$ cat src/dmlp_map.svh
`ifndef DMLP_MAP_SVH
`define DMLP_MAP_SVH
// timebase
`define DMLP_CLK_MHZ 50
// dot timing, in microseconds
`define DMLP_PULSE_US 400
`define DMLP_GAP_US 900
`define DMLP_MIN_PERIOD_US 1300
`define DMLP_CHGAP_US 900
// print area, in milliseconds
`define DMLP_AREA_MS 310
// ring buffer layout
`define DMLP_POSITIONS 40
`define DMLP_FIRST_POS 6'h00
`define DMLP_LAST_POS 6'h27
`define DMLP_PHANTOM_POS 6'h28
// character shape
`define DMLP_ROWS 7
`define DMLP_LAST_COL 3'h4
// handoff register marker for "vacant"
`define DMLP_VACANT 8'h00
`endif

$ cat src/dmlp_pkg.sv
`default_nettype none
`include "dmlp_map.svh"
package dmlp_pkg;
    typedef enum logic [2:0] {
        DMLP_ARMED = 3'b000,
        DMLP_LOAD = 3'b001,
        DMLP_PULSE = 3'b010,
        DMLP_GAP = 3'b011,
        DMLP_CHGAP = 3'b100,
        DMLP_FEED_ON = 3'b101,
        DMLP_FEED_OFF = 3'b110,
        DMLP_IDLE = 3'b111
    } dmlp_state_t;

    typedef struct packed {
        logic valid;
        logic [7:0] data;
    } dmlp_host_t;

    typedef struct packed {
        logic carriage_ready;
        logic feed_sw;
    } dmlp_mech_in_t;

    typedef struct packed {
        logic [`DMLP_ROWS-1:0] hammer;
        logic feed_motor;
        logic main_motor;
    } dmlp_mech_out_t;

    typedef struct packed {
        logic [`DMLP_POSITIONS-1:0][7:0] mem;
        logic [5:0] fill_index;
        logic [5:0] drain_index;
        logic [7:0] handoff;
        logic [7:0] cur_char;
        logic [2:0] column_index;
        logic [`DMLP_ROWS-1:0] pattern;
        logic [`DMLP_ROWS-1:0] hammer;
        dmlp_state_t fsm;
        logic [23:0] tmr;
        logic [23:0] area;
        logic feed_motor;
        logic main_motor;
        logic room;
    } dmlp_st_t;
endpackage
`default_nettype wire

$ cat src/dmlp_ctrl.sv
// Operation
// - print-ready edge starts dot pulses
// - each dot pulse lasts 400 us
// - hammers idle 900 us between dots
// - no hammer fires faster than 1.3 ms
// - columns timed over 310 ms print area
// - feed motor on until switch off-on-off
// - after feed, wait carriage inactive, rearm
// - buffer holds 40 host characters
// - extra phantom slot halts handoff
// - fill is last stored, drain is next
// - init: fill last, drain phantom
// - store at next fill unless equals drain
// - drain moves to first when line full
// - print starts only with complete line
// - handoff loads when vacant, drain real
// - sequencer takes char, marks handoff vacant
// - glyph column held then driven out
// - after printing drain is phantom again, as at init
// - five columns of seven row dots
`default_nettype none
`include "dmlp_map.svh"
module dmlp_ctrl #(
    parameter int unsigned PULSE_CYC = `DMLP_PULSE_US * `DMLP_CLK_MHZ,
    parameter int unsigned GAP_CYC = `DMLP_GAP_US * `DMLP_CLK_MHZ,
    parameter int unsigned CHGAP_CYC = `DMLP_CHGAP_US * `DMLP_CLK_MHZ,
    parameter int unsigned AREA_CYC = `DMLP_AREA_MS * 1000 * `DMLP_CLK_MHZ
) (
    input wire logic clk,
    input wire logic rst,
    input wire dmlp_pkg::dmlp_host_t host,
    output logic host_ready,
    input wire dmlp_pkg::dmlp_mech_in_t mech_in,
    output dmlp_pkg::dmlp_mech_out_t mech_out
);
    // follows the scaled pulse and gap so small test timings keep the rate check honest
    localparam int unsigned MIN_PERIOD_CYC = PULSE_CYC + GAP_CYC;

    dmlp_pkg::dmlp_st_t q;
    dmlp_pkg::dmlp_st_t d;
    logic take;
    logic [5:0] nxt;

    // column c of a glyph, row 1 in bit 0; col 0 sits in the top bits
    function automatic logic [`DMLP_ROWS-1:0] dmlp_glyph(input logic [7:0] ch,
                                                         input logic [2:0] col);
        logic [34:0] g;
        begin
            unique case (ch)
                8'h20: g = '0;
                8'h30: g = {7'h3e, 7'h51, 7'h49, 7'h45, 7'h3e};
                8'h31: g = {7'h00, 7'h42, 7'h7f, 7'h40, 7'h00};
                8'h32: g = {7'h42, 7'h61, 7'h51, 7'h49, 7'h46};
                8'h33: g = {7'h21, 7'h41, 7'h45, 7'h4b, 7'h31};
                8'h34: g = {7'h18, 7'h14, 7'h12, 7'h7f, 7'h10};
                8'h35: g = {7'h27, 7'h45, 7'h45, 7'h45, 7'h39};
                8'h36: g = {7'h3c, 7'h4a, 7'h49, 7'h49, 7'h30};
                8'h37: g = {7'h01, 7'h71, 7'h09, 7'h05, 7'h03};
                8'h38: g = {7'h36, 7'h49, 7'h49, 7'h49, 7'h36};
                8'h39: g = {7'h06, 7'h49, 7'h49, 7'h29, 7'h1e};
                // unknown codes print a hollow box so they stay visible
                default: g = {7'h7f, 7'h41, 7'h41, 7'h41, 7'h7f};
            endcase
            return 7'(g >> (7 * (4 - int'(col))));
        end
    endfunction

    always_comb begin
        d = q;
        nxt = (q.fill_index == `DMLP_LAST_POS) ? `DMLP_FIRST_POS : q.fill_index + 6'h01;
        take = host.valid && q.room;
        if (q.tmr != '0) begin
            d.tmr = q.tmr - 24'h000001;
        end
        if (q.area != '0) begin
            d.area = q.area - 24'h000001;
        end
        // print timing sequencer runs first so a freed handoff refills at once
        unique case (q.fsm)
            dmlp_pkg::DMLP_ARMED: begin
                d.hammer = '0;
                if (mech_in.carriage_ready) begin
                    if (q.handoff != `DMLP_VACANT) begin
                        d.area = 24'(AREA_CYC - 1);
                        d.fsm = dmlp_pkg::DMLP_LOAD;
                    end else begin
                        d.main_motor = 1'b0;
                    end
                end
            end
            dmlp_pkg::DMLP_LOAD: begin
                if (q.area == '0 || q.handoff == `DMLP_VACANT) begin
                    d.feed_motor = 1'b1;
                    d.fsm = dmlp_pkg::DMLP_FEED_ON;
                end else begin
                    d.cur_char = q.handoff;
                    d.handoff = `DMLP_VACANT;
                    d.column_index = 3'h0;
                    d.pattern = dmlp_glyph(q.handoff, 3'h0);
                    d.tmr = '0;
                    d.fsm = dmlp_pkg::DMLP_GAP;
                end
            end
            dmlp_pkg::DMLP_GAP: begin
                if (q.tmr == '0) begin
                    if (q.area == '0) begin
                        d.feed_motor = 1'b1;
                        d.fsm = dmlp_pkg::DMLP_FEED_ON;
                    end else begin
                        d.hammer = q.pattern;
                        d.tmr = 24'(PULSE_CYC - 1);
                        d.fsm = dmlp_pkg::DMLP_PULSE;
                    end
                end
            end
            dmlp_pkg::DMLP_PULSE: begin
                if (q.tmr == '0) begin
                    d.hammer = '0;
                    if (q.column_index == `DMLP_LAST_COL) begin
                        d.tmr = 24'(GAP_CYC + CHGAP_CYC - 1);
                        d.fsm = dmlp_pkg::DMLP_CHGAP;
                    end else begin
                        d.column_index = q.column_index + 3'h1;
                        d.pattern = dmlp_glyph(q.cur_char, q.column_index + 3'h1);
                        d.tmr = 24'(GAP_CYC - 1);
                        d.fsm = dmlp_pkg::DMLP_GAP;
                    end
                end
            end
            dmlp_pkg::DMLP_CHGAP: begin
                if (q.tmr == '0) begin
                    d.fsm = dmlp_pkg::DMLP_LOAD;
                end
            end
            dmlp_pkg::DMLP_FEED_ON: begin
                if (mech_in.feed_sw) begin
                    d.fsm = dmlp_pkg::DMLP_FEED_OFF;
                end
            end
            dmlp_pkg::DMLP_FEED_OFF: begin
                if (!mech_in.feed_sw) begin
                    d.feed_motor = 1'b0;
                    d.fsm = dmlp_pkg::DMLP_IDLE;
                end
            end
            dmlp_pkg::DMLP_IDLE: begin
                // a stuck-active carriage switch never starts a second line
                if (!mech_in.carriage_ready) begin
                    d.fsm = dmlp_pkg::DMLP_ARMED;
                end
            end
        endcase
        // line buffer manager
        if (take) begin
            d.fill_index = nxt;
            d.mem[nxt] = host.data;
            d.main_motor = 1'b1;
            if (nxt == `DMLP_LAST_POS) begin
                d.drain_index = `DMLP_FIRST_POS;
            end
        end
        if (d.handoff == `DMLP_VACANT && d.drain_index <= `DMLP_LAST_POS) begin
            d.handoff = d.mem[d.drain_index];
            d.drain_index = d.drain_index + 6'h01;
        end
        d.room = (d.fill_index == `DMLP_LAST_POS ? `DMLP_FIRST_POS
                  : d.fill_index + 6'h01) != d.drain_index;
    end

    always_ff @(posedge clk) begin
        if (rst) begin
            q <= '0;
            q.fill_index <= `DMLP_LAST_POS;
            q.drain_index <= `DMLP_PHANTOM_POS;
            q.handoff <= `DMLP_VACANT;
            q.fsm <= dmlp_pkg::DMLP_IDLE;
            q.room <= 1'b1;
        end else begin
            q <= d;
        end
    end

    assign host_ready = q.room;
    assign mech_out.hammer = q.hammer;
    assign mech_out.feed_motor = q.feed_motor;
    assign mech_out.main_motor = q.main_motor;

    // helper counters watched by the checks below
    logic [23:0] on_len;
    logic [23:0] off_len;
    logic [23:0] since_fire;
    always_ff @(posedge clk) begin
        if (rst) begin
            on_len <= '0;
            off_len <= '1;
            since_fire <= '1;
        end else begin
            on_len <= (|q.hammer) ? on_len + 24'h000001 : '0;
            if (|q.hammer) begin
                off_len <= '0;
            end else if (off_len != '1) begin
                off_len <= off_len + 24'h000001;
            end
            // restart on the first cycle a dot is out, so a rise sees the full period
            if ((|q.hammer) && on_len == '0) begin
                since_fire <= 24'h000001;
            end else if (since_fire != '1) begin
                since_fire <= since_fire + 24'h000001;
            end
        end
    end
endmodule
`default_nettype wire

$ cat config.mk
export PLATFORM = sky130hd
export DESIGN_NAME = dmlp_ctrl
export DESIGN_NICKNAME = d
export VERILOG_FILES = /design/src/dmlp_pkg.sv /design/src/dmlp_ctrl.sv
export VERILOG_INCLUDE_DIRS = /design/src
export SDC_FILE = /design/constraint.sdc
export NUM_CORES = 1
export LEC_CHECK = 0
export ABC_AREA = 1
export ABC_CLOCK_PERIOD_IN_PS = 4400
export BUFFER_PORTS_ARGS = -buffer_cell sky130_fd_sc_hd__buf_4
export CORE_UTILIZATION = 40
export CTS_CLUSTER_SIZE = 40
export DETAILED_ROUTE_END_ITERATION = 6
export PLACE_DENSITY = 0.67
export SETUP_SLACK_MARGIN = 0.5
export SLEW_MARGIN = 10
export SYNTH_ARGS = -nofsm -noshare
export SYNTH_HDL_FRONTEND = slang
export SYNTH_SLANG_ARGS = --single-unit
export TNS_END_PERCENT = 1
$ cat constraint.sdc
create_clock -name clk -period 4.4 [get_ports clk]
set_input_delay 0.66 -clock clk [delete_from_list [all_inputs] [get_ports clk]]
set_output_delay 0.66 -clock clk [all_outputs]
set_load 0.1 [all_outputs]
==> results of run 1 <==
## area by class of cell
class                   instances  area [um^2]
multi-input cells            2669        12290
repair buffers                 51        469.2
fillers                      5920        31520
inverters                     360         1356
flip-flops and latches        419         8388
clock buffers                  60         1296
clock inverters                22        232.7
well taps                     756        945.9
## cell usage after synthesis (all sizes together)
| cell type | instances | area [um^2] |
|---|---|---|
| nand3 | 586 | 2963 |
| o211ai | 26 | 195.2 |
| nor3 | 35 | 175.2 |
| o21a | 27 | 202.7 |
| o31ai | 4 | 30.03 |
| nand3b | 1 | 7.510 |
| nor4 | 10 | 68.81 |
| o22ai | 2 | 12.51 |
| a31oi | 4 | 25.02 |
| o221ai | 2 | 17.52 |
| clkbuf | 122 | 457.9 |
| clkinv | 11 | 41.29 |
| buf | 90 | 465.4 |
| a21oi | 267 | 1344 |
| a21o | 1 | 7.510 |
| o21ai | 204 | 1025 |
| mux2i | 1 | 10.01 |
| a211o | 1 | 8.760 |
| dfxtp | 419 | 8388 |
| nand4 | 49 | 350.3 |
| or2 | 9 | 56.30 |
| xnor2 | 13 | 113.9 |
| inv | 349 | 1310 |
| ha | 13 | 162.7 |
| a21boi | 1 | 7.510 |
| a22oi | 1 | 7.510 |
| fa | 1 | 20.02 |
| nand2 | 1002 | 3791 |
| xor2 | 14 | 122.6 |
| a211oi | 3 | 22.52 |
| o2111ai | 3 | 26.28 |
| o21bai | 1 | 7.510 |
| nor2 | 388 | 1495 |
## where the power goes
part / internal, W / switching (W)
Sequential: 0.00415 / 0.000300
Combinational: 0.00156 / 0.00350
Clock: 0.00227 / 0.00168
Total: 0.00798 / 0.00549
## kinds of logic after synthesis
family          share of synthesized area, %
mux                                  0.04364
fa+ha+maj                             0.7964
xor+xnor                               1.031
flops                                  36.57
compound gates                         12.81
buf+inv                                9.916
simple gates                           38.83
## per-stage QoR
step / utilization [%] / setup WS, ps / total power [W]
floorplan: - / 571.4 / 0.008367
global placement: 41.48 / 657.3 / 0.009494
detailed placement: 41.48 / 636.6 / 0.009518
CTS: 44.19 / 799.0 / 0.01347
global route: 44.21 / 439.5 / 0.01436
finish: 44.21 / 679.9 / 0.01346
## worst paths after layout
kind,startpoint,end,slack (ps),cells past startpoint
worst min-delay path,q[264]$_SDFF_PP0_,q[264]$_SDFF_PP0_,470,2
worst min register to register,q[264]$_SDFF_PP0_,q[264]$_SDFF_PP0_,470,2
worst max-delay path,q[94]$_SDFF_PP1_,q[86]$_SDFF_PP0_,680,16
worst max register to register,q[94]$_SDFF_PP1_,q[86]$_SDFF_PP0_,680,16
## layer usage
metal	track usage, %	part of all wire [%]	vias to the layer above
met2	37.72	45	748
met5	0	0	-
li1	-	-	11700
met1	31.96	45	10520
met4	8.132	3.0	0
met3	3.145	6.5	138
## tightest hold or removal path: stages (launching register included)
cell and delay, ps:
dfxtp_1 300, nand2_1 70, a21oi_1 60
## repair_timing
item,in CTS,in global routing
setup buffers,0,0
endpoints found under the setup margin,0,11
gates resized for setup,0,3
## registers in the layout, summed over array words and instances, names as in the netlist
signal and count:
q 409, mech_out 9, host_ready 1
==> results.md, run 1 <==
* Leak Pwr at between 10 and 15 nW
* Cts bufs inserted at 47
* Arr. time, crit path at ~4200 ps
* Ant diodes at 0
* DRC viols at 0
* H-tree depth at 2
* Drt wl/cell at roughly 16 um
* Detailed placer's ending HPWL at about 43000 um
* WP buf/inv at 1
* Hold_ws at approximately 470 ps
* Worst-path maximum fanout at 27
* Cell Area, Placed at about 23000 um^2
* Final Cell Area at ~25000 um^2
* Hold Vio Cnt, Final at 0
* Worst Max-Slew Pin Slew at 1070 ps
* Worst hold path class: flip-flop to flip-flop
* Commonest non-fill, non-tap cell in the layout: nand2_1
* Initial drt markers at between 2000 and 2500
* MaxCap Viol Count at 0
* Initial antenna violation count at 0
* Sink Count at ~420
* Die area at roughly 60000 um^2
* Root buffer cell: clkbuf_16
* Effective utilization at floorplan at 40.60%
* Vias at 23100
* Synthesized area at 22940 um^2
* P&R area growth vs syn at 8.875%
* Total GRT Usage at 23.41%
* Clk_skew at approximately 30 ps
* Worst ir drop on vdd at between 0.3 and 0.4 mV
* Total gr overflow at 0
* Status: completed
* FP Rows at 87
* Die Span Y at between 200 and 250 um
* Yosys cell types at 49
* Power per standard cell area at between 500 and 600 nW/um^2
* Drt first pass iters at 6
* Die Width at ~240 um
* Area of the core at 56500 um^2
* Worst-Skew Late Latency at 610 ps
* Wire length of the first global-routing pass at 110500 um
* Via/cell ratio at 5.327
* Io pins at 23
* Setup TNS Final at 0 ps
* Number of global-route vias before repair at between 20000 and 25000
* Dpl cells at about 4300
* Ordered cell list for the critical path: ha_1 > nand2_2 > nor2_2 > nand2_2 > nand3_4 > buf_4 > nand3_1 > nor2_1 > nand2_1 > nand3_1 > nand3_1 > nand3_1 > nand3_1 > nand3_1 > nand3_1 > a21oi_1
* Max Buffers Root-to-Sink at 3
* Synthesized instance count at between 3000 and 4000
* Final WL at 68210 um
* Ys Warns at 0
* Syn_area_per_cell at about 6.3 um^2
* Worst setup SP type: flip-flop
* Period Utilization, post-route at between 80% and 90%
* Max stage delay on crit path at ~600 ps
* Setup crit end kind: flip-flop
* Port Buf Inserts at 22
* Yosys reg bits at approximately 420
* Clock transition at the registers of the reported paths at approximately 60 ps
* Post-synthesis sequential area ratio at around 37%
* RSZ-0062 raised after global routing: true
* Pin count of the biggest net entering global routing at 171
* Final critical-path required period at between 3000 and 4000 ps
* Final setup fails at 0
* ANT nets after route at 0
* Syn Nets at approximately 3700
* GP Congestion at ~0.9
* Slowest cell on crit path: nor2_1
* CP most frequent cell: nand3_1
* Critical Path RT at ~5000 ps
* Most frequent cells in the layout: nand2_1, nand3_1, dfxtp_1
* Layout cell share with drive strength beyond 1 at about 4.9%
* CP top delay family: simple AND/OR/NAND/NOR gates
* Max-slew headroom at between 20% and 30%
* Max-slew violations at 0
* Crit path kind: flip-flop to flip-flop
* Nets at 3575
* TritonCTS clock tree: yes
* # hold bufs at CTS at 0
* Post-Layout Cell Count at roughly 4300
* Fmax at between 200 and 300 MHz
Note: power is estimated with default switching activity, not from simulation.
==> run 2: changes to the inputs <==
--- a/config.mk
+++ b/config.mk
@@ -7,12 +7,12 @@
 export NUM_CORES = 1
 export LEC_CHECK = 0
 export ABC_AREA = 1
-export ABC_CLOCK_PERIOD_IN_PS = 4400
+export ABC_CLOCK_PERIOD_IN_PS = 3300
 export BUFFER_PORTS_ARGS = -buffer_cell sky130_fd_sc_hd__buf_4
 export CORE_UTILIZATION = 40
 export CTS_CLUSTER_SIZE = 40
 export DETAILED_ROUTE_END_ITERATION = 6
-export PLACE_DENSITY = 0.67
+export PLACE_DENSITY = 0.69
 export SETUP_SLACK_MARGIN = 0.5
 export SLEW_MARGIN = 10
 export SYNTH_ARGS = -nofsm -noshare
==> constraint.sdc (replaced) <==
create_clock -name clk -period 3.3 [get_ports clk]
set_input_delay 0.495 -clock clk [delete_from_list [all_inputs] [get_ports clk]]
set_output_delay 0.495 -clock clk [all_outputs]
set_load 0.1 [all_outputs]
==> results.md, run 2 (synthesis results as in run 1) <==
* Clock transition at the registers of the reported paths at 60 ps (about the same)
* Biggest register: q (unchanged)
* Seq. cell area at 8399 um^2 (was 8388 um^2)
* FP Rows at 87 (unchanged)
* R2r setup slk at 380 ps (was 680 ps)
* Nets at 3682 (was 3575)
* Commonest non-fill, non-tap cell in the layout: nand2_1 (unchanged)
* GP Congestion at 0.9452 (was 0.9223)
* Worst-Skew Late Latency at 600 ps (was 610 ps)
* RSZ-0062 raised after global routing: true (unchanged)
* Arr. time, crit path at 3390 ps (was 4230 ps)
* Detailed placer's ending HPWL at 43920 um (was 43140 um)
* Worst ir drop on vdd at 0.4622 mV (was 0.3250 mV)
* Post-Layout Cell Count at 4450 (was 4337)
* Worst Max-Slew Pin Slew at 842.3 ps (was 1070 ps)
* Port Buf Inserts at 22 (unchanged)
* MaxCap Viol Count at 0 (unchanged)
* Io pins at 23 (unchanged)
* Die Span Y at 241.5 um (unchanged)
* Final WL at 69150 um (was 68210 um)
* Initial drt markers at 2473 (was 2105)
* Period Utilization, post-route at 88.42% (was 84.55%)
* Number of global-route vias before repair at 21320 (was 20850)
* ANT nets after route at 0 (unchanged)
* Die Width at 241.5 um (unchanged)
* Setup crit end kind: flip-flop (unchanged)
* Power per standard cell area at 715.6 nW/um^2 (was 539.1 nW/um^2)
* Initial antenna violation count at 0 (unchanged)
* Via/cell ratio at 5.318 (was 5.327)
* Final critical-path required period at 2918 ps (was 3720 ps)
* Effective utilization at floorplan at 40.60% (unchanged)
* Max-slew violations at 0 (unchanged)
* Layout filler cell count at 5779 (was 5920)
* Worst-path maximum fanout at 12 (was 27)
* Total gr overflow at 0 (unchanged)
* Dpl cells at 4326 (was 4255)
* Sink Count at 419 (unchanged)
* Cts bufs inserted at 47 (unchanged)
* Final Cell Area at 26670 um^2 (was 24970 um^2)
* Drt first pass iters at 5 (was 6)
* Cell Area, Placed at 24110 um^2 (was 23440 um^2)
* Drt wl/cell at 15.54 um (was 15.73 um)
* DRC viols at 0 (unchanged)
* Vias at 23670 (was 23100)
* Worst setup SP type: flip-flop (unchanged)
* Crit path kind: flip-flop to flip-flop (unchanged)
* Max-slew headroom at 43.84% (was 28.65%)
* Post-layout util at 47.21% (was 44.21%)
* Final setup fails at 0 (unchanged)
* Fmax at 342.7 MHz (was 268.8 MHz)
* Pin count of the biggest net entering global routing at 175 (was 171)
* Clk_skew at 27.65 ps (was 29.73 ps)
* Die area at 58310 um^2 (unchanged)
* Max Buffers Root-to-Sink at 3 (unchanged)
* Hold Vio Cnt, Final at 0 (unchanged)
* Critical Path RT at 3770 ps (was 4910 ps)
* Area occupied by multi-input gates at 12650 um^2 (was 12290 um^2)
* Status: completed (unchanged)
* P&R area growth vs syn at 16.27% (was 8.875%)
* Layout cell share with drive strength beyond 1 at 10.23% (was 4.915%)
* Area of the core at 56500 um^2 (unchanged)
* Most frequent cells in the layout: nand2_1, nand3_1, dfxtp_1 (unchanged)
* Flip-flop count of the largest register after layout at 409 (unchanged)
* Wire length of the first global-routing pass at 110900 um (was 110500 um)
* H-tree depth at 2 (unchanged)
* Root buffer cell: clkbuf_16 (unchanged)
* Total GRT Usage at 23.41% (about the same)
* TritonCTS clock tree: yes (unchanged)
* Ant diodes at 0 (unchanged)
* Leak Pwr at 12.13 nW (was 11.37 nW)
* Worst hold path class: primary input to flip-flop (was flip-flop to flip-flop)
* Setup TNS Final at 0 ps (unchanged)
* Overall power at 0.01908 W (was 0.01346 W)
[run 2: cell types whose count changed in the layout (fill, tap and decap cells not counted), sizes merged]
cell / delta
clkinvlp: +1
bufinv: +9
buf: +104
nand3: +1
clkbuf: +6
clkinv: -8
[run 2: report_power, final]
group,switching [W],internal [W]
Combinational,0.00480,0.00233
Sequential,0.000401,0.00554
Clock,0.00224,0.00378
Total,0.00744,0.0116
[run 2: worst paths after layout]
kind,start,end,cells past startpoint
worst max-delay path,q[68]$_SDFFE_PP0P_,q[62]$_SDFFE_PP0P_,21
worst min-delay path,rst,q[70]$_SDFFE_PP0P_,2
worst max register to register,q[68]$_SDFFE_PP0P_,q[62]$_SDFFE_PP0P_,21
worst min register to register,q[46]$_SDFF_PP0_,q[46]$_SDFF_PP0_,2
[run 2: cell type report]
class,instances,share of cell area (%)
clock buffers,64,4.996
clock inverters,24,1.661
inverters,360,5.198
multi-input cells,2670,47.44
flip-flops and latches,419,31.49
well taps,756,3.547
repair buffers,157,5.662
[run 2: per-layer routing]
metal,GRT usage [%],up-vias,routed length (um)
met5,0,-,0
met4,9.992,0,2480
met3,2.461,156,4531
met2,36.77,841,30950
met1,32.47,10730,31200
li1,-,11940,-
[run 2: critical path: stages (launching register included)]
cell	delay (ps)
dfxtp_4	360
buf_4	140
fa_1	520
inv_1	40
ha_1	170
ha_2	190
nand3_1	70
nand2_1	60
inv_2	70
nand2_4	90
buf_6	150
buf_16	150
nand2_1	80
nand2_1	70
nand3_1	120
nand2_1	80
nand2_1	70
nand3_1	60
nand2_1	90
nand3_2	100
nand2_2	90
a21oi_2	40
[run 2: per-stage QoR]
stage | worst slack (ps) | hold slack [ps]
final | 382.3 | 228.0
after global routing | 189.2 | 223.5
after CTS | 408.2 | 202.8
after detailed placement | 152.7 | 460.2
after global placement | 139.8 | 455.6
after floorplan | 239.4 | 444.0
[run 2: what timing repair did]
item                       in CTS  in global routing
pin swaps                      22                 29
resized for setup              56                 85
buffers inserted               19                 10
hold buffers                    0                  0
gates cloned                    5                  2
setup endpoints to repair      17                 30
